[src/hw/ebam_pkg.sv]
// Purpose: shared constants, op codes and decoders of the 8-bit alu datapath
// Assumes: single clock, registers reached over avalon-mm, byte addresses
// Notes: operand a is the destination, operand b the source_reg or constant
`default_nettype none
package ebam_pkg;
  localparam int DATA_W = 8;
  localparam int ADDR_W = 5;
  localparam int BUS_W = 32;
  localparam int FLAGS_W = 6;
  localparam int OP_W = 5;
  localparam logic [ADDR_W-1:0] REG_OPA = 5'h00;
  localparam logic [ADDR_W-1:0] REG_OPB = 5'h04;
  localparam logic [ADDR_W-1:0] REG_OPA_HI = 5'h08;
  localparam logic [ADDR_W-1:0] REG_CMD = 5'h0c;
  localparam logic [ADDR_W-1:0] REG_RESULT = 5'h10;
  localparam logic [ADDR_W-1:0] REG_FLAGS = 5'h14;
  localparam int FLG_C = 0;
  localparam int FLG_Z = 1;
  localparam int FLG_N = 2;
  localparam int FLG_V = 3;
  localparam int FLG_S = 4;
  localparam int FLG_H = 5;
  localparam logic [7:0] RST_BYTE = 8'h00;
  localparam logic [FLAGS_W-1:0] RST_FLAGS = 6'h00;
  localparam logic [7:0] ALL_ONES = 8'hff;
  localparam logic [7:0] MIN_SIGNED = 8'h80;
  localparam logic [7:0] POS_LIMIT = 8'h7f;
  localparam logic [1:0] CYC_SINGLE = 2'h1;
  localparam logic [1:0] CYC_DOUBLE = 2'h2;

  typedef enum logic [OP_W-1:0] {
    OP_ADD = 5'h00,
    OP_ADD_CARRY = 5'h01,
    OP_WORD_ADD_IMMEDIATE = 5'h02,
    OP_SUBTRACT = 5'h03,
    OP_SUBTRACT_CONSTANT = 5'h04,
    OP_SUBTRACT_WITH_BORROW = 5'h05,
    OP_SUBTRACT_CONSTANT_WITH_BORROW = 5'h06,
    OP_WORD_SUBTRACT_IMMEDIATE = 5'h07,
    OP_AND = 5'h08,
    OP_AND_CONSTANT = 5'h09,
    OP_OR = 5'h0a,
    OP_OR_CONSTANT = 5'h0b,
    OP_EXCLUSIVE_OR = 5'h0c,
    OP_BITWISE_INVERT = 5'h0d,
    OP_SIGN_FLIP = 5'h0e,
    OP_SET_BITS_BY_MASK = 5'h0f,
    OP_CLEAR_BITS_BY_MASK = 5'h10,
    OP_INCREMENT = 5'h11,
    OP_MINUS_ONE = 5'h12,
    OP_SELF_AND_TEST = 5'h13,
    OP_ZERO_REGISTER = 5'h14,
    OP_FILL_ONES = 5'h15,
    OP_UNSIGNED_PRODUCT = 5'h16,
    OP_SIGNED_PRODUCT = 5'h17,
    OP_MIXED_SIGN_PRODUCT = 5'h18,
    OP_FRACTIONAL_UNSIGNED_PRODUCT = 5'h19,
    OP_FRACTIONAL_SIGNED_PRODUCT = 5'h1a,
    OP_FRACTIONAL_MIXED_PRODUCT = 5'h1b
  } ebam_op_e;

  typedef enum logic {
    ST_IDLE = 1'b0,
    ST_EXEC = 1'b1
  } ebam_state_e;

  function automatic logic ebam_is_product(input ebam_op_e op);
    ebam_is_product = (op >= OP_UNSIGNED_PRODUCT) &&
                      (op <= OP_FRACTIONAL_MIXED_PRODUCT);
  endfunction

  function automatic logic ebam_is_word(input ebam_op_e op);
    ebam_is_word = (op == OP_WORD_ADD_IMMEDIATE) ||
                   (op == OP_WORD_SUBTRACT_IMMEDIATE);
  endfunction

  function automatic logic [1:0] ebam_cycles(input ebam_op_e op);
    ebam_cycles = (ebam_is_product(op) || ebam_is_word(op)) ?
                  CYC_DOUBLE : CYC_SINGLE;
  endfunction

  function automatic logic ebam_signed_a(input ebam_op_e op);
    ebam_signed_a = (op == OP_SIGNED_PRODUCT) ||
                    (op == OP_MIXED_SIGN_PRODUCT) ||
                    (op == OP_FRACTIONAL_SIGNED_PRODUCT) ||
                    (op == OP_FRACTIONAL_MIXED_PRODUCT);
  endfunction

  function automatic logic ebam_signed_b(input ebam_op_e op);
    ebam_signed_b = (op == OP_SIGNED_PRODUCT) ||
                    (op == OP_FRACTIONAL_SIGNED_PRODUCT);
  endfunction

  function automatic logic ebam_is_fraction(input ebam_op_e op);
    ebam_is_fraction = (op >= OP_FRACTIONAL_UNSIGNED_PRODUCT) &&
                       (op <= OP_FRACTIONAL_MIXED_PRODUCT);
  endfunction

  function automatic logic ebam_is_sub(input ebam_op_e op);
    ebam_is_sub = (op == OP_SUBTRACT) || (op == OP_SUBTRACT_CONSTANT) ||
                  (op == OP_SUBTRACT_WITH_BORROW) ||
                  (op == OP_SUBTRACT_CONSTANT_WITH_BORROW) ||
                  (op == OP_SIGN_FLIP) || (op == OP_MINUS_ONE);
  endfunction

  function automatic logic ebam_takes_carry(input ebam_op_e op);
    ebam_takes_carry = (op == OP_ADD_CARRY) ||
                       (op == OP_SUBTRACT_WITH_BORROW) ||
                       (op == OP_SUBTRACT_CONSTANT_WITH_BORROW);
  endfunction

  // carry out of bit 3, for a sum or for a difference
  function automatic logic ebam_half_flag(input logic sub, input logic a,
                                          input logic b, input logic r);
    ebam_half_flag = sub ? ((~a & b) | (b & r) | (r & ~a)) :
                           ((a & b) | (b & ~r) | (~r & a));
  endfunction

  // two's complement overflow from the sign bits
  function automatic logic ebam_over_flag(input logic sub, input logic a,
                                          input logic b, input logic r);
    ebam_over_flag = sub ? ((a & ~b & ~r) | (~a & b & r)) :
                           ((a & b & ~r) | (~a & ~b & r));
  endfunction
endpackage
`default_nettype wire

[src/hw/ebam_multiplier.sv]
// Purpose: registered 8x8 multiplier with signed, mixed and fractional modes
// Assumes: operands stable for the cycle before the product is used
// Notes: carry is bit 15 of the product before the fractional shift
`default_nettype none
module ebam_multiplier #(
  parameter int WIDTH = ebam_pkg::DATA_W
) (
  input wire logic sys_clk_i,
  input wire logic sys_rst_i,
  input wire logic [WIDTH-1:0] factor_a_i,
  input wire logic [WIDTH-1:0] factor_b_i,
  input wire logic a_signed_i,
  input wire logic b_signed_i,
  input wire logic fractional_i,
  output logic [2*WIDTH-1:0] product_o,
  output logic carry_o
);
  import ebam_pkg::*;

  generate
    if (WIDTH != DATA_W)
    begin : g_bad_width
      $error("multiplier width must equal the datapath width");
    end
  endgenerate

  logic signed [WIDTH:0] ext_a;
  logic signed [WIDTH:0] ext_b;
  logic signed [2*WIDTH+1:0] full;
  logic [2*WIDTH-1:0] raw;
  logic [2*WIDTH-1:0] shaped;

  assign ext_a = $signed({a_signed_i & factor_a_i[WIDTH-1], factor_a_i});
  assign ext_b = $signed({b_signed_i & factor_b_i[WIDTH-1], factor_b_i});
  assign full = ext_a * ext_b;
  assign raw = full[2*WIDTH-1:0];
  assign shaped = fractional_i ? {raw[2*WIDTH-2:0], 1'b0} : raw;

  always_ff @(posedge sys_clk_i or posedge sys_rst_i)
  begin
    if (sys_rst_i)
    begin
      product_o <= '0;
      carry_o <= 1'b0;
    end
    else
    begin
      product_o <= shaped;
      carry_o <= raw[2*WIDTH-1];
    end
  end
endmodule
`default_nettype wire

[src/hw/ebam_alu.sv]
// Purpose: alu and multiplier datapath driven over avalon-mm registers
// Assumes: master holds each request until waitrequest is seen low
// Notes: a command write stalls the bus for the operation's own cycles
//
// The register offsets and register access over Avalon-MM are this design's own decisions.
`default_nettype none
module ebam_alu (
  input wire logic sys_clk_i,
  input wire logic sys_rst_i,
  input wire logic [ebam_pkg::ADDR_W-1:0] avs_address_i,
  input wire logic avs_read_i,
  input wire logic avs_write_i,
  input wire logic [ebam_pkg::BUS_W-1:0] avs_writedata_i,
  input wire logic [3:0] avs_byteenable_i,
  output logic [ebam_pkg::BUS_W-1:0] avs_readdata_o,
  output logic avs_waitrequest_o
);
  import ebam_pkg::*;

  ebam_state_e state_q, state_d;
  ebam_op_e op_q, new_op;
  logic [1:0] cnt_q, cnt_d;
  logic wait_d;
  logic [7:0] opa_q, opb_q, opa_hi_q;
  logic [FLAGS_W-1:0] flags_q, flg_d;
  logic [15:0] result_q, res_d;
  logic wb8, wb16, upd_zn, keep_z;
  logic [15:0] product;
  logic prod_carry;
  logic [BUS_W-1:0] rd_mux;

  // bus decode
  wire accept = avs_waitrequest_o && (avs_read_i || avs_write_i) &&
                (state_q == ST_IDLE);
  wire cmd_start = accept && avs_write_i && avs_byteenable_i[0] &&
                   (avs_address_i == REG_CMD);
  wire commit = (state_q == ST_EXEC) && (cnt_q == 2'h0);
  wire finish_wr = !avs_waitrequest_o && avs_write_i &&
                   avs_byteenable_i[0];
  assign new_op = ebam_op_e'(avs_writedata_i[OP_W-1:0]);

  // operand selection for the shared 8-bit adder
  wire is_sub = ebam_is_sub(op_q);
  wire use_cin = ebam_takes_carry(op_q);
  wire step = (op_q == OP_INCREMENT) || (op_q == OP_MINUS_ONE);
  wire [7:0] add_a = (op_q == OP_SIGN_FLIP) ? RST_BYTE : opa_q;
  wire [7:0] add_b = step ? 8'h01 :
                     (op_q == OP_SIGN_FLIP) ? opa_q : opb_q;
  wire [8:0] cin9 = {8'h00, use_cin & flags_q[FLG_C]};
  wire [8:0] sum9 = is_sub ?
                    9'({1'b0, add_a} - {1'b0, add_b} - cin9) :
                    9'({1'b0, add_a} + {1'b0, add_b} + cin9);
  wire [7:0] r8 = sum9[7:0];
  wire h_bit = ebam_half_flag(is_sub, add_a[3], add_b[3], r8[3]);
  wire v_bit = ebam_over_flag(is_sub, add_a[7], add_b[7], r8[7]);

  // 16-bit pair arithmetic for the word operations
  wire w_sub = (op_q == OP_WORD_SUBTRACT_IMMEDIATE);
  wire [15:0] pair = {opa_hi_q, opa_q};
  wire [15:0] w16 = w_sub ? 16'(pair - {8'h00, opb_q}) :
                            16'(pair + {8'h00, opb_q});
  wire w_c = w_sub ? (w16[15] & ~opa_hi_q[7]) : (~w16[15] & opa_hi_q[7]);
  wire w_v = w_sub ? (opa_hi_q[7] & ~w16[15]) : (~opa_hi_q[7] & w16[15]);

  ebam_multiplier #(
    .WIDTH(DATA_W)
  ) u_prod (
    .sys_clk_i(sys_clk_i),
    .sys_rst_i(sys_rst_i),
    .factor_a_i(opa_q),
    .factor_b_i(opb_q),
    .a_signed_i(ebam_signed_a(op_q)),
    .b_signed_i(ebam_signed_b(op_q)),
    .fractional_i(ebam_is_fraction(op_q)),
    .product_o(product),
    .carry_o(prod_carry)
  );

  // result and flag selection per operation
  always_comb
  begin
    res_d = {8'h00, r8};
    flg_d = flags_q;
    wb8 = 1'b1;
    wb16 = 1'b0;
    upd_zn = 1'b1;
    keep_z = 1'b0;
    case (op_q)
      OP_ADD, OP_ADD_CARRY:
      begin
        flg_d[FLG_C] = sum9[8];
        flg_d[FLG_H] = h_bit;
        flg_d[FLG_V] = v_bit;
      end
      OP_SUBTRACT, OP_SUBTRACT_CONSTANT,
      OP_SUBTRACT_WITH_BORROW, OP_SUBTRACT_CONSTANT_WITH_BORROW:
      begin
        flg_d[FLG_C] = sum9[8];
        flg_d[FLG_H] = h_bit;
        flg_d[FLG_V] = v_bit;
        keep_z = use_cin;
      end
      OP_SIGN_FLIP:
      begin
        flg_d[FLG_C] = (r8 != RST_BYTE);
        flg_d[FLG_H] = r8[3] | opa_q[3];
        flg_d[FLG_V] = (r8 == MIN_SIGNED);
      end
      OP_BITWISE_INVERT:
      begin
        res_d = {8'h00, 8'(ALL_ONES - opa_q)};
        flg_d[FLG_C] = 1'b1;
        flg_d[FLG_V] = 1'b0;
      end
      OP_WORD_ADD_IMMEDIATE, OP_WORD_SUBTRACT_IMMEDIATE:
      begin
        res_d = w16;
        wb8 = 1'b0;
        wb16 = 1'b1;
        upd_zn = 1'b0;
        flg_d[FLG_Z] = (w16 == 16'h0000);
        flg_d[FLG_N] = w16[15];
        flg_d[FLG_C] = w_c;
        flg_d[FLG_V] = w_v;
        flg_d[FLG_S] = w16[15] ^ w_v;
      end
      OP_AND, OP_AND_CONSTANT:
      begin
        res_d = {8'h00, opa_q & opb_q};
        flg_d[FLG_V] = 1'b0;
      end
      OP_SELF_AND_TEST:
      begin
        res_d = {8'h00, opa_q & opa_q};
        wb8 = 1'b0;
        flg_d[FLG_V] = 1'b0;
      end
      OP_OR, OP_OR_CONSTANT, OP_SET_BITS_BY_MASK:
      begin
        res_d = {8'h00, opa_q | opb_q};
        flg_d[FLG_V] = 1'b0;
      end
      OP_EXCLUSIVE_OR:
      begin
        res_d = {8'h00, opa_q ^ opb_q};
        flg_d[FLG_V] = 1'b0;
      end
      OP_ZERO_REGISTER:
      begin
        res_d = {8'h00, opa_q ^ opa_q};
        flg_d[FLG_V] = 1'b0;
      end
      OP_CLEAR_BITS_BY_MASK:
      begin
        res_d = {8'h00, opa_q & 8'(ALL_ONES - opb_q)};
        flg_d[FLG_V] = 1'b0;
      end
      OP_INCREMENT:
        flg_d[FLG_V] = (r8 == MIN_SIGNED);
      OP_MINUS_ONE:
        flg_d[FLG_V] = (r8 == POS_LIMIT);
      OP_FILL_ONES:
      begin
        res_d = {8'h00, ALL_ONES};
        upd_zn = 1'b0;
      end
      OP_UNSIGNED_PRODUCT, OP_SIGNED_PRODUCT, OP_MIXED_SIGN_PRODUCT,
      OP_FRACTIONAL_UNSIGNED_PRODUCT, OP_FRACTIONAL_SIGNED_PRODUCT,
      OP_FRACTIONAL_MIXED_PRODUCT:
      begin
        res_d = product;
        wb8 = 1'b0;
        upd_zn = 1'b0;
        flg_d[FLG_Z] = (product == 16'h0000);
        flg_d[FLG_C] = prod_carry;
      end
      default:
      begin
        res_d = result_q;
        wb8 = 1'b0;
        upd_zn = 1'b0;
      end
    endcase
    if (upd_zn)
    begin
      // borrow chains keep z low once any byte was nonzero
      flg_d[FLG_Z] = (res_d[7:0] == RST_BYTE) &
                     (~keep_z | flags_q[FLG_Z]);
      flg_d[FLG_N] = res_d[7];
    end
  end

  // sequencing of the bus answer and the execution cycles
  always_comb
  begin
    state_d = state_q;
    cnt_d = cnt_q;
    wait_d = avs_waitrequest_o;
    case (state_q)
      ST_IDLE:
      begin
        if (!avs_waitrequest_o)
          wait_d = 1'b1;
        else if (cmd_start)
        begin
          state_d = ST_EXEC;
          cnt_d = 2'(ebam_cycles(new_op) - 2'h1);
        end
        else if (accept)
          wait_d = 1'b0;
      end
      ST_EXEC:
      begin
        if (commit)
        begin
          state_d = ST_IDLE;
          wait_d = 1'b0;
        end
        else
          cnt_d = 2'(cnt_q - 2'h1);
      end
      default:
        state_d = ST_IDLE;
    endcase
  end

  assign rd_mux = (avs_address_i == REG_OPA) ? {24'h0, opa_q} :
                  (avs_address_i == REG_OPB) ? {24'h0, opb_q} :
                  (avs_address_i == REG_OPA_HI) ? {24'h0, opa_hi_q} :
                  (avs_address_i == REG_CMD) ? {27'h0, op_q} :
                  (avs_address_i == REG_RESULT) ? {16'h0, result_q} :
                  (avs_address_i == REG_FLAGS) ? {26'h0, flags_q} :
                  '0;

  always_ff @(posedge sys_clk_i or posedge sys_rst_i)
  begin
    if (sys_rst_i)
    begin
      state_q <= ST_IDLE;
      cnt_q <= 2'h0;
      op_q <= OP_ADD;
      avs_waitrequest_o <= 1'b1;
      avs_readdata_o <= '0;
    end
    else
    begin
      state_q <= state_d;
      cnt_q <= cnt_d;
      avs_waitrequest_o <= wait_d;
      if (cmd_start)
        op_q <= new_op;
      if (accept && avs_read_i)
        avs_readdata_o <= rd_mux;
    end
  end

  // operand, result and flag storage; commit writes back like a destination
  always_ff @(posedge sys_clk_i or posedge sys_rst_i)
  begin
    if (sys_rst_i)
    begin
      opa_q <= RST_BYTE;
      opb_q <= RST_BYTE;
      opa_hi_q <= RST_BYTE;
      flags_q <= RST_FLAGS;
      result_q <= 16'h0000;
    end
    else if (commit)
    begin
      result_q <= res_d;
      flags_q <= flg_d;
      if (wb8 || wb16)
        opa_q <= res_d[7:0];
      if (wb16)
        opa_hi_q <= res_d[15:8];
    end
    else if (finish_wr)
    begin
      if (avs_address_i == REG_OPA)
        opa_q <= avs_writedata_i[7:0];
      if (avs_address_i == REG_OPB)
        opb_q <= avs_writedata_i[7:0];
      if (avs_address_i == REG_OPA_HI)
        opa_hi_q <= avs_writedata_i[7:0];
      if (avs_address_i == REG_FLAGS)
        flags_q <= avs_writedata_i[FLAGS_W-1:0];
    end
  end
endmodule
`default_nettype wire

[config.mk]
export PLATFORM = sky130hd
export DESIGN_NAME = ebam_alu
export DESIGN_NICKNAME = d
export VERILOG_FILES = /design/src/hw/ebam_pkg.sv /design/src/hw/ebam_multiplier.sv /design/src/hw/ebam_alu.sv
export SDC_FILE = /design/constraint.sdc
export NUM_CORES = 1
export LEC_CHECK = 0
export BUFFER_PORTS_ARGS = -buffer_cell sky130_fd_sc_hd__buf_2
export CAP_MARGIN = 25
export CELL_PAD_IN_SITES_DETAIL_PLACEMENT = 0
export CELL_PAD_IN_SITES_GLOBAL_PLACEMENT = 1
export CORE_MARGIN = 3
export CORE_UTILIZATION = 43
export DETAILED_ROUTE_END_ITERATION = 16
export GPL_TIMING_DRIVEN = 0
export PLACE_DENSITY_LB_ADDON = 0.1
export SYNTH_ARGS = -nofsm -noshare
export SYNTH_HDL_FRONTEND = slang
export SYNTH_SLANG_ARGS = --single-unit
[constraint.sdc]
create_clock -name sys_clk_i -period 5.4 [get_ports sys_clk_i]
set_input_delay 1.08 -clock sys_clk_i [delete_from_list [all_inputs] [get_ports sys_clk_i]]
set_output_delay 1.08 -clock sys_clk_i [all_outputs]
set_load 0.02 [all_outputs]
==> results of run 1 <==
==> worst reg2reg max path, stage by stage, from the launching register on <==
cell       delay, ns
dfrtp_1         0.58
clkbuf_2        0.46
nand2_1         0.16
fa_1            0.58
fa_1            0.46
fa_1            0.52
fa_1            0.52
inv_1           0.08
ha_1            0.32
ha_1            0.34
a21oi_1         0.41
o21bai_4        0.15
a2111oi_4       0.38
o31ai_2         0.13
xor2_1          0.20
mux2_4          0.30
==> registers in the layout, summed over array words and instances (netlist names), 2 cells and up <==
register          cells
avs_readdata_o       16
cnt_q                 2
flags_q               6
op_q                  5
opa_hi_q              8
opa_q                 8
opb_q                 8
result_q             16
u_prod.product_o     16
==> power breakdown <==
part	internal, W	total, W	switching (W)
Sequential	0.000758	0.000890	0.000131
Clock	0.000378	0.000666	0.000287
Combinational	0.000899	0.00253	0.00163
==> metal layers <==
layer	share of wire [%]	wire length (um)
met5	0	0
met4	3.3	1440
met3	9.4	4100
met2	44	19000
met1	44	19000
==> synth_stat cells (all sizes together) (9+ instances only) <==
cell      n
dfrtp    87
a221oi   15
a31oi    22
inv     122
clkbuf   59
nand3    19
nor2b    18
a21oi    67
nand4    12
buf      29
a21o     16
xnor2    33
a22oi    13
o31ai    12
xor2     11
and2      9
o21ai    70
or2      13
nor4b     9
a211oi   14
ha       87
nor3     20
nand2b   20
nand2   158
nor2    123
mux2     16
fa       68
==> timing repair <==
action,4_1_cts,5_1_grt
pin swaps,18,6
buffers inserted,14,6
gates resized for setup,56,23
setup endpoints to repair,18,20
==> worst max-delay path by stage <==
stage                        start                    to  slack [ns]  depth (start not counted)
final                     opa_q[7]  u_prod.product_o[15]       -0.30                         15
after global routing       op_q[1]  u_prod.product_o[15]       -0.47                         23
after CTS                  op_q[3]  u_prod.product_o[15]       -0.29                         24
after detailed placement  opb_q[3]  u_prod.product_o[15]       -1.11                         22
after global placement    opb_q[3]  u_prod.product_o[15]       -1.11                         22
after floorplan            op_q[3]  u_prod.product_o[15]       -0.09                         24
==> cell type report <==
type,instances,area share [%]
plain buffers,85,3.79
clock buffers,10,1.96
clock inverters,6,0.617
inverters,129,4.14
multi-input cells,1027,65.1
flip-flops and latches,88,18.2
well taps,324,3.33
repair buffers,55,2.91
==> metrics by stage <==
| stage | cell area (um^2) | hold WS [ns] | setup slack [ns] | util [%] |
|---|---|---|---|---|
| 2_1_floorplan | 10900 | 0.457 | -0.0901 | - |
| 3_3_place_gp | 11400 | 0.461 | -1.11 | 46.9 |
| 3_5_place_dp | 11500 | 0.465 | -1.11 | 47.0 |
| 4_1_cts | 12100 | 0.480 | -0.294 | 49.5 |
| 5_1_grt | 12200 | 0.505 | -0.475 | 49.9 |
| 6_report | 12200 | 0.475 | -0.297 | 49.9 |
==> logic make-up (layout without fill, tap and decap cells) <==
logic type	after synthesis	after routing
AND/OR/NAND/NOR	458	458
flip-flops	88	88
other	1	16
buffers and inverters	217	285
adder cells (fa/ha/maj)	156	156
AO/OA/AOI/OAI	329	329
multiplexers	24	24
XOR/XNOR	44	44
==> impl_metrics.env, run 1 <==
export IMPL_crit_family="adder cells"
export IMPL_grt_usage_pct=32.8
export IMPL_max_stage_delay_ns=0.58
export IMPL_cts_sinks=88
export IMPL_synthMuxAreaShare_pct=2.43
export IMPL_cpMaxStageDelayCell="dfrtp_1"
export IMPL_busiest_layer="met2"
export IMPL_ios=78
export IMPL_synth_edff_count=0
export IMPL_yosys_top_cells_area="dfrtp_1 (20%), fa_1 (13%), ha_1 (10%)"
export IMPL_status="finished, violations left"
export IMPL_wl_mm=43.5
export IMPL_yosys_area_top_type="dfrtp_1"
export IMPL_hold_path_class="reg2reg"
export IMPL_path_cells="clkbuf_2 -> nand2_1 -> fa_1 -> fa_1 -> fa_1 -> fa_1 -> inv_1 -> ha_1 -> ha_1 -> a21oi_1 -> o21bai_4 -> a2111oi_4 -> o31ai_2 -> xor2_1 -> mux2_4"
export IMPL_holdPathStages=2
export IMPL_avgSynthCellArea_um2=8.14
export IMPL_grt_setup_unrepaired="yes"
export IMPL_io_buffers=34
export IMPL_yosysWarningCount=0
export IMPL_cts_root_buf="clkbuf_16"
export IMPL_numCtsBuffers=9
export IMPL_die_w_um=164
export IMPL_vias_per_cell=6.08
export IMPL_worstRegToRegCells=15
export IMPL_antenna_found_initial=0
export IMPL_cts_hold_buf=0
export IMPL_clkTransAtPathRegs_ns=0.07
export IMPL_stdcell_count=1724
export IMPL_cp_max_fo=10
export IMPL_clockBufferDepth=2
export IMPL_clock_skew_ns=0.00590
export IMPL_violations="negative setup slack"
export IMPL_hold_end="avs_readdata_o[14]"
export IMPL_end_kind="flip-flop"
export IMPL_critical_path_class="reg2reg"
export IMPL_grt_pass1_wl_mm=65.5
export IMPL_max_slew_worst_pin_slew_ns=1.12
export IMPL_use_met1_pct=46.5
export IMPL_grt_overflow=0
export IMPL_grt_max_degree=62
export IMPL_yosysUniqueCellTypes=92
export IMPL_initial_core_util_pct=44.0
export IMPL_mostFrequentLayoutCells="nand2_1 (157), nor2_1 (120), inv_1 (112)"
export IMPL_fin_ws_ns=-0.297
export IMPL_cp_start_kind="flip-flop"
export IMPL_leakage_nw=5.64
export IMPL_power_total_w=0.00409
export IMPL_rrSetupSlack_ns=-0.30
export IMPL_place_congestion=1.01
export IMPL_dp_hpwl_mm=34.2
export IMPL_dr_first_iter_drc_count=1150
export IMPL_placed_cells=1692
export IMPL_critPathArrivalTime_ns=5.93
export IMPL_vias=10500
export IMPL_core_region_area_um2=24400
export IMPL_final_max_slew_viol_count=0
export IMPL_met2_usage_pct=50.2
export IMPL_r2r_end="u_prod.product_o[15]"
export IMPL_ys_ff_latch=88
export IMPL_rows=57
export IMPL_first_pass_iters=6
export IMPL_yosys_area_share_simple_pct=21.0
export IMPL_final_common_cell="nand2_1"
export IMPL_drv_cap=0
export IMPL_finalCritPeriodShare_pct=105
export IMPL_synth_ff_type="dfrtp_1"
export IMPL_insertion_delay_ns=0.35
export IMPL_relSlewSlack_pct=24.9
export IMPL_ff_latch_area_um2=2210
export IMPL_die_h_um=164
export IMPL_cp_num_buf_inv=2
export IMPL_p_per_area_nw_per_um2=336
export IMPL_drive_gt1_share_pct=13.9
export IMPL_hold_path_startpoint="avs_readdata_o[14]"
export IMPL_seq_area_frac_synth_pct=20.5
export IMPL_grt_pass1_vias=10300
export IMPL_dieArea_um2=26900
export IMPL_synth_top_family_by_area="adder cells"
export IMPL_crit_top_cell="fa_1"
export IMPL_cp_data_required_time_ns=5.63
export IMPL_tritoncts="yes"
export IMPL_synth_xor_area_share_pct=3.59
export IMPL_final_nets=1595
export IMPL_fmax_ghz=0.176
export IMPL_max_vdd_ir_drop_mv=0.254
export IMPL_area_growth_pct=13.5
export IMPL_postRouteAntennaNets=0
export IMPL_fillers=2426
export IMPL_min_period_ns=5.70
export IMPL_multi_input_area_um2=7920
export IMPL_yosysTopAreaCellShare_pct=20.3
export IMPL_synthArstFlopShare_pct=100
export IMPL_synth_area_um2=10700
export IMPL_setup_tns_ns=-0.882
export IMPL_diodes=0
export IMPL_drc_errors=0
export IMPL_routedWlPerCell_um=25.2
export IMPL_h_tree_depth=3
export IMPL_yosys_area_share_adder_pct=22.9
export IMPL_grt_met3_usage_pct=7.84
export IMPL_syn_instance_count=1317
export IMPL_setup_violations=6
export IMPL_r2r_start="opa_q[7]"
export IMPL_hold_viol=0
export IMPL_synth_compound_area_share_pct=21.1
(Power assumes the default switching activity.)
==> run 2, diff against run 1 <==
- ABC_AREA: not set -> 1
- ABC_CLOCK_PERIOD_IN_PS: not set -> 5400
- CORE_UTILIZATION: 43 -> 41
- SETUP_SLACK_MARGIN: not set -> 0.1
==> run 2 against run 1 <==
Compared with the run above:
- the flow still finishes with violations (negative setup slack)
- global-route usage shrank 4.9 points
- fmax grew 4.1%
- via count shrank 0.39%
- clock skew grew 0.0048 ns
- register-to-register slack gained 0.22 ns
- sequential share of layout area grew 0.24 points
- worst hold slack gained 0.013 ns
- synthesized area shrank 1.2%
- flip-flop and latch count is the same
- count of clock-buffer cells in the layout shrank 1
- die area grew 3.5%
- critical path depth grew 15
- critical endpoint is now u_prod.product_o[14]
- highest routed layer unchanged
==> impl_metrics.env, run 2 <==
export IMPL_cts_hold_buf=0
export IMPL_dr_first_iter_drc_count=915
export IMPL_place_congestion=0.978
export IMPL_diodes=0
export IMPL_grt_usage_pct=27.9
export IMPL_cp_data_required_time_ns=5.63
export IMPL_dieArea_um2=27800
export IMPL_core_region_area_um2=25300
export IMPL_synth_ff_type="dfrtp_1"
export IMPL_min_period_ns=5.47
export IMPL_initial_core_util_pct=41.8
export IMPL_setup_tns_ns=-0.129
export IMPL_yosys_top_cells_area="dfrtp_1 (21%), nand2_1 (14%), fa_1 (13%)"
export IMPL_synth_area_um2=10600
export IMPL_relSlewSlack_pct=46.6
export IMPL_critPathArrivalTime_ns=5.70
export IMPL_syn_instance_count=1543
export IMPL_clock_skew_ns=0.0107
export IMPL_grt_pass1_vias=10100
export IMPL_routedWlPerCell_um=19.8
export IMPL_numCtsBuffers=9
export IMPL_postRouteAntennaNets=0
export IMPL_cts_root_buf="clkbuf_16"
export IMPL_placed_cells=1923
export IMPL_yosys_area_top_type="dfrtp_1"
export IMPL_antenna_found_initial=0
export IMPL_status="finished, violations left"
export IMPL_final_cell_area_um2=12000
export IMPL_final_nets=1833
export IMPL_dp_hpwl_mm=31.7
export IMPL_die_h_um=167
export IMPL_reg_top3="avs_readdata_o: 16 flops, result_q: 16 flops, u_prod.product_o: 16 flops"
export IMPL_end_kind="flip-flop"
export IMPL_cpMaxStageDelayCell="fa_1"
export IMPL_cts_sinks=88
export IMPL_finalCritPeriodShare_pct=101
export IMPL_fillers=2698
export IMPL_max_stage_delay_ns=0.53
export IMPL_yosysWarningCount=0
export IMPL_yosysTopAreaCellShare_pct=20.5
export IMPL_final_max_slew_viol_count=0
export IMPL_grt_setup_unrepaired="yes"
export IMPL_cp_max_fo=8
export IMPL_fin_ws_ns=-0.0731
export IMPL_crit_top_cell="fa_1"
export IMPL_seq_area_frac_synth_pct=20.8
export IMPL_stdcell_count=1967
export IMPL_grt_pass1_wl_mm=60.2
export IMPL_drc_errors=0
export IMPL_tritoncts="yes"
export IMPL_clockBufferDepth=2
export IMPL_drive_gt1_share_pct=12.3
export IMPL_clkTransAtPathRegs_ns=0.07
export IMPL_vias_per_cell=5.31
export IMPL_rows=58
export IMPL_grt_overflow=0
export IMPL_crit_family="adder cells"
export IMPL_area_growth_pct=13.3
export IMPL_insertion_delay_ns=0.35
export IMPL_io_buffers=34
export IMPL_hold_viol=0
export IMPL_synth_common_cells="nand2_1 (391), inv_1 (270), nor2_1 (144), nand3_1 (101), o21ai_0 (93)"
export IMPL_max_slew_worst_pin_slew_ns=0.793
export IMPL_violations="negative setup slack"
export IMPL_critical_path_class="reg2reg"
export IMPL_dpl_cell_area_um2=11300
export IMPL_first_pass_iters=5
export IMPL_avgSynthCellArea_um2=6.87
export IMPL_synth_edff_count=0
export IMPL_h_tree_depth=3
export IMPL_ios=78
export IMPL_die_w_um=167
export IMPL_setup_violations=2
export IMPL_final_util_pct=47.4
export IMPL_ys_ff_latch=88
export IMPL_drv_cap=0
export IMPL_wl_mm=39.0
export IMPL_vias=10400
export IMPL_yosysMostFrequentCell="nand2_1"
export IMPL_yosysUniqueCellTypes=54
export IMPL_grt_max_degree=55
export IMPL_final_common_cell="nand2_1"
export IMPL_mostFrequentLayoutCells="nand2_1 (384), inv_1 (262), nor2_1 (137)"
export IMPL_hold_path_class="reg2reg"
export IMPL_synthArstFlopShare_pct=100
export IMPL_cp_start_kind="flip-flop"
export IMPL_cp_num_buf_inv=7
export IMPL_fmax_ghz=0.183
[run 2: changes by cell type in the layout (fill, tap and decap cells not counted), moves of 17 or more]
cell and change:
nor2_1 +17, nand2b_1 -19, nand2_1 +227, o21ai_0 +37
clkbuf_1 -23, nand3_1 +80, inv_1 +150
[run 2: cell families (layout without fill, tap and decap cells)]
kind of cell | Yosys count | after routing | synth area share, %
buffers and inverters | 342 | 421 | 13.0
adder cells (fa/ha/maj) | 155 | 155 | 23.1
flip-flops | 88 | 88 | 20.8
AO/OA/AOI/OAI | 217 | 217 | 11.9
other | 1 | 16 | 0.0354
AND/OR/NAND/NOR | 706 | 706 | 28.2
XOR/XNOR | 34 | 34 | 2.88
[run 2: area by class of cell]
| class | instances | area (um^2) | area share (%) |
|---|---|---|---|
| inverter | 282 | 1070 | 8.95 |
| tap | 330 | 413 | 3.44 |
| clock buffer | 9 | 225 | 1.88 |
| clock inverter | 6 | 51.3 | 0.427 |
| sequential | 88 | 2210 | 18.4 |
| multi-input combinational | 1128 | 7250 | 60.3 |
| timing repair buffer | 64 | 419 | 3.49 |
| buffer | 60 | 372 | 3.09 |
[run 2: path summary, 6_finish.rpt]
check | startpoint | end | slack (ns) | cells past startpoint
min in group asynchronous | sys_rst_i | cnt_q[0] | 0.75 | 2
worst max register to register | op_q[3] | u_prod.product_o[14] | -0.07 | 30
worst min register to register | avs_readdata_o[14] | avs_readdata_o[14] | 0.49 | 2
worst min-delay path | avs_readdata_o[14] | avs_readdata_o[14] | 0.49 | 2
worst max-delay path | op_q[3] | u_prod.product_o[14] | -0.07 | 30
max in group asynchronous | sys_rst_i | opa_q[1] | 3.99 | 3
[run 2: metrics by stage]
stage,hold WS (ns),worst slack (ns)
floorplan,0.453,0.114
global placement,0.467,-0.893
detailed placement,0.468,-0.883
CTS,0.489,-0.0550
global route,0.520,-0.339
finish,0.488,-0.0731
[run 2: metal layers]
metal / part of all wire, % / up-vias / global-route usage (%)
li1: - / 5015 / -
met1: 45 / 5017 / 40.0
met2: 47 / 356 / 46.1
met5: 0 / - / 0
met3: 5.6 / 49 / 2.61
met4: 2.3 / 0 / 6.28
[run 2: worst reg2reg max path: cells and delay by family, from the launching register on]
kind                       cells  cell delay (ns)
DFF                            1             0.34
adders and majority gates      6             2.71
buffers and inverters          7             0.54
AOI/OAI and AO/OA              5             0.58
and+or+nand+nor               12             1.18
[run 2: repair_timing]
action	CTS	global route
pin swaps	14	6
endpoints found under the setup margin	9	6
setup buffers	22	7
gates resized for setup	64	15
Power of run 2 is not shown: default switching activity piles up to over one toggle a cycle in this logic, so the estimate is an artifact.
==> run 3, diff against run 2 <==
- REMOVE_ABC_BUFFERS: not set -> 1
==> run 3 against run 2 <==
Compared with the run above:
- the run still ends with negative setup slack left
- wire length down 11%
- critical path depth down 2
- die area unchanged
- register-to-register slack better by 0.03 ns
- count of clock-buffer cells in the layout up 1
- final cell count down 2.5%
- fmax up 0.49%
- cell area down 2.2%
- non-clock buffer count down 50
- clock skew down 0.0011 ns
- critical path type unchanged
==> impl_metrics.env, run 3 (synthesis gave the netlist of run 2 again) <==
export IMPL_critical_path_class="reg2reg"
export IMPL_h_tree_depth=3
export IMPL_dr_first_iter_drc_count=812
export IMPL_reg_top3="avs_readdata_o: 16 flops, result_q: 16 flops, u_prod.product_o: 16 flops"
export IMPL_grt_overflow=0
export IMPL_place_congestion=0.915
export IMPL_relSlewSlack_pct=38.7
export IMPL_setup_violations=2
export IMPL_clockBufferDepth=2
export IMPL_grt_setup_unrepaired="yes"
export IMPL_max_stage_delay_ns=0.54
export IMPL_die_h_um=167
export IMPL_grt_pass1_wl_mm=55.0
export IMPL_clock_skew_ns=0.00955
export IMPL_end_kind="flip-flop"
export IMPL_tritoncts="yes"
export IMPL_preCtsSetupSlack_ns=-1.13
export IMPL_cp_num_buf_inv=8
export IMPL_fmax_ghz=0.184
export IMPL_wl_mm=34.7
export IMPL_core_region_area_um2=25300
export IMPL_dp_hpwl_mm=27.3
export IMPL_placed_cells=1867
export IMPL_final_common_cell="nand2_1"
export IMPL_hold_path_startpoint="avs_readdata_o[12]"
export IMPL_critPathArrivalTime_ns=5.73
export IMPL_postRouteAntennaNets=0
export IMPL_rows=58
export IMPL_max_slew_worst_pin_slew_ns=0.917
export IMPL_drive_gt1_share_pct=10.5
export IMPL_grt_max_degree=63
export IMPL_fillers=2686
export IMPL_min_period_ns=5.45
export IMPL_vias=10000
export IMPL_dieArea_um2=27800
export IMPL_area_growth_pct=10.8
export IMPL_cp_data_required_time_ns=5.68
export IMPL_hold_path_class="reg2reg"
export IMPL_final_nets=1783
export IMPL_cp_max_fo=4
export IMPL_violations="negative setup slack"
export IMPL_finalCritPeriodShare_pct=101
export IMPL_mostFrequentLayoutCells="nand2_1 (383), inv_1 (262), nor2_1 (138)"
export IMPL_r2r_start="op_q[0]"
export IMPL_clkTransAtPathRegs_ns=0.07
export IMPL_first_pass_iters=5
export IMPL_io_buffers=34
export IMPL_cpMaxStageDelayCell="fa_1"
export IMPL_fin_ws_ns=-0.0465
export IMPL_grt_usage_pct=25.1
export IMPL_final_max_slew_viol_count=0
export IMPL_initial_core_util_pct=41.8
export IMPL_setup_tns_ns=-0.0734
export IMPL_vias_per_cell=5.23
export IMPL_hold_viol=0
export IMPL_die_w_um=167
export IMPL_final_util_pct=46.4
export IMPL_cp_start_kind="flip-flop"
export IMPL_numCtsBuffers=9
export IMPL_routedWlPerCell_um=18.1
export IMPL_status="finished, violations left"
export IMPL_cts_root_buf="clkbuf_16"
export IMPL_antenna_found_initial=0
export IMPL_cts_sinks=88
export IMPL_crit_path_start="op_q[0]"
export IMPL_drc_errors=0
export IMPL_stdcell_count=1918
export IMPL_crit_family="adder cells"
export IMPL_grt_pass1_vias=9695
export IMPL_diodes=0
export IMPL_drv_cap=0
export IMPL_ios=78
export IMPL_insertion_delay_ns=0.35
## run 3: cell count changes in the layout (fill, tap and decap cells not counted), moves of 3 or more
cell | before | now
clkbuf_1 | 18 | 1
buf_2 | 40 | 34
buf_4 | 46 | 32
nor2_2 | 8 | 5
clkbuf_2 | 9 | 0
## run 3: path summary, 6_finish.rpt
check / depth (start not counted) / to / slack [ns]
max: 28 / u_prod.product_o[15] / -0.05
min: 2 / avs_readdata_o[12] / 0.48
max reg2reg: 28 / u_prod.product_o[15] / -0.05
min reg2reg: 2 / avs_readdata_o[12] / 0.48
max in group asynchronous: 3 / opb_q[7] / 4.03
min in group asynchronous: 2 / result_q[0] / 0.72
## run 3: tightest hold or removal path: cells and delay by family (launching register included)
kind | cells | cell delay [ns]
flip-flops | 1 | 0.35
AND/OR/NAND/NOR | 1 | 0.05
AO/OA/AOI/OAI | 1 | 0.05
## run 3: final cells by class
type | count | area (um^2) | area share [%]
Tap cell | 330 | 413 | 3.52
Sequential cell | 88 | 2210 | 18.8
Clock inverter | 6 | 92.6 | 0.789
Clock buffer | 10 | 229 | 1.95
Inverter | 282 | 1070 | 9.11
Timing Repair Buffer | 74 | 522 | 4.44
Multi-Input combinational cell | 1128 | 7200 | 61.3
## run 3: what timing repair did
action	in CTS	in global routing
buffers inserted	30	9
cloned	0	0
hold buffers	0	0
pin swaps	21	15
resized for setup	48	10
endpoints found under the setup margin	9	8
## run 3: routing by layer
metal | wire (um) | global-route usage, % | vias up
li1 | - | - | 4929
met1 | 16600 | 37.3 | 4802
met2 | 15400 | 39.1 | 264
met3 | 1960 | 3.01 | 39
met4 | 751 | 5.95 | 0
met5 | 0 | 0 | -
## run 3: through the flow
| step | hold WS [ns] | cell area, um^2 |
|---|---|---|
| 2_1_floorplan | 0.453 | 10300 |
| 3_3_place_gp | 0.464 | 10900 |
| 3_5_place_dp | 0.469 | 11000 |
| 4_1_cts | 0.486 | 11700 |
| 5_1_grt | 0.505 | 11700 |
| 6_report | 0.483 | 11700 |
Power of run 3 is left out for the same reason.
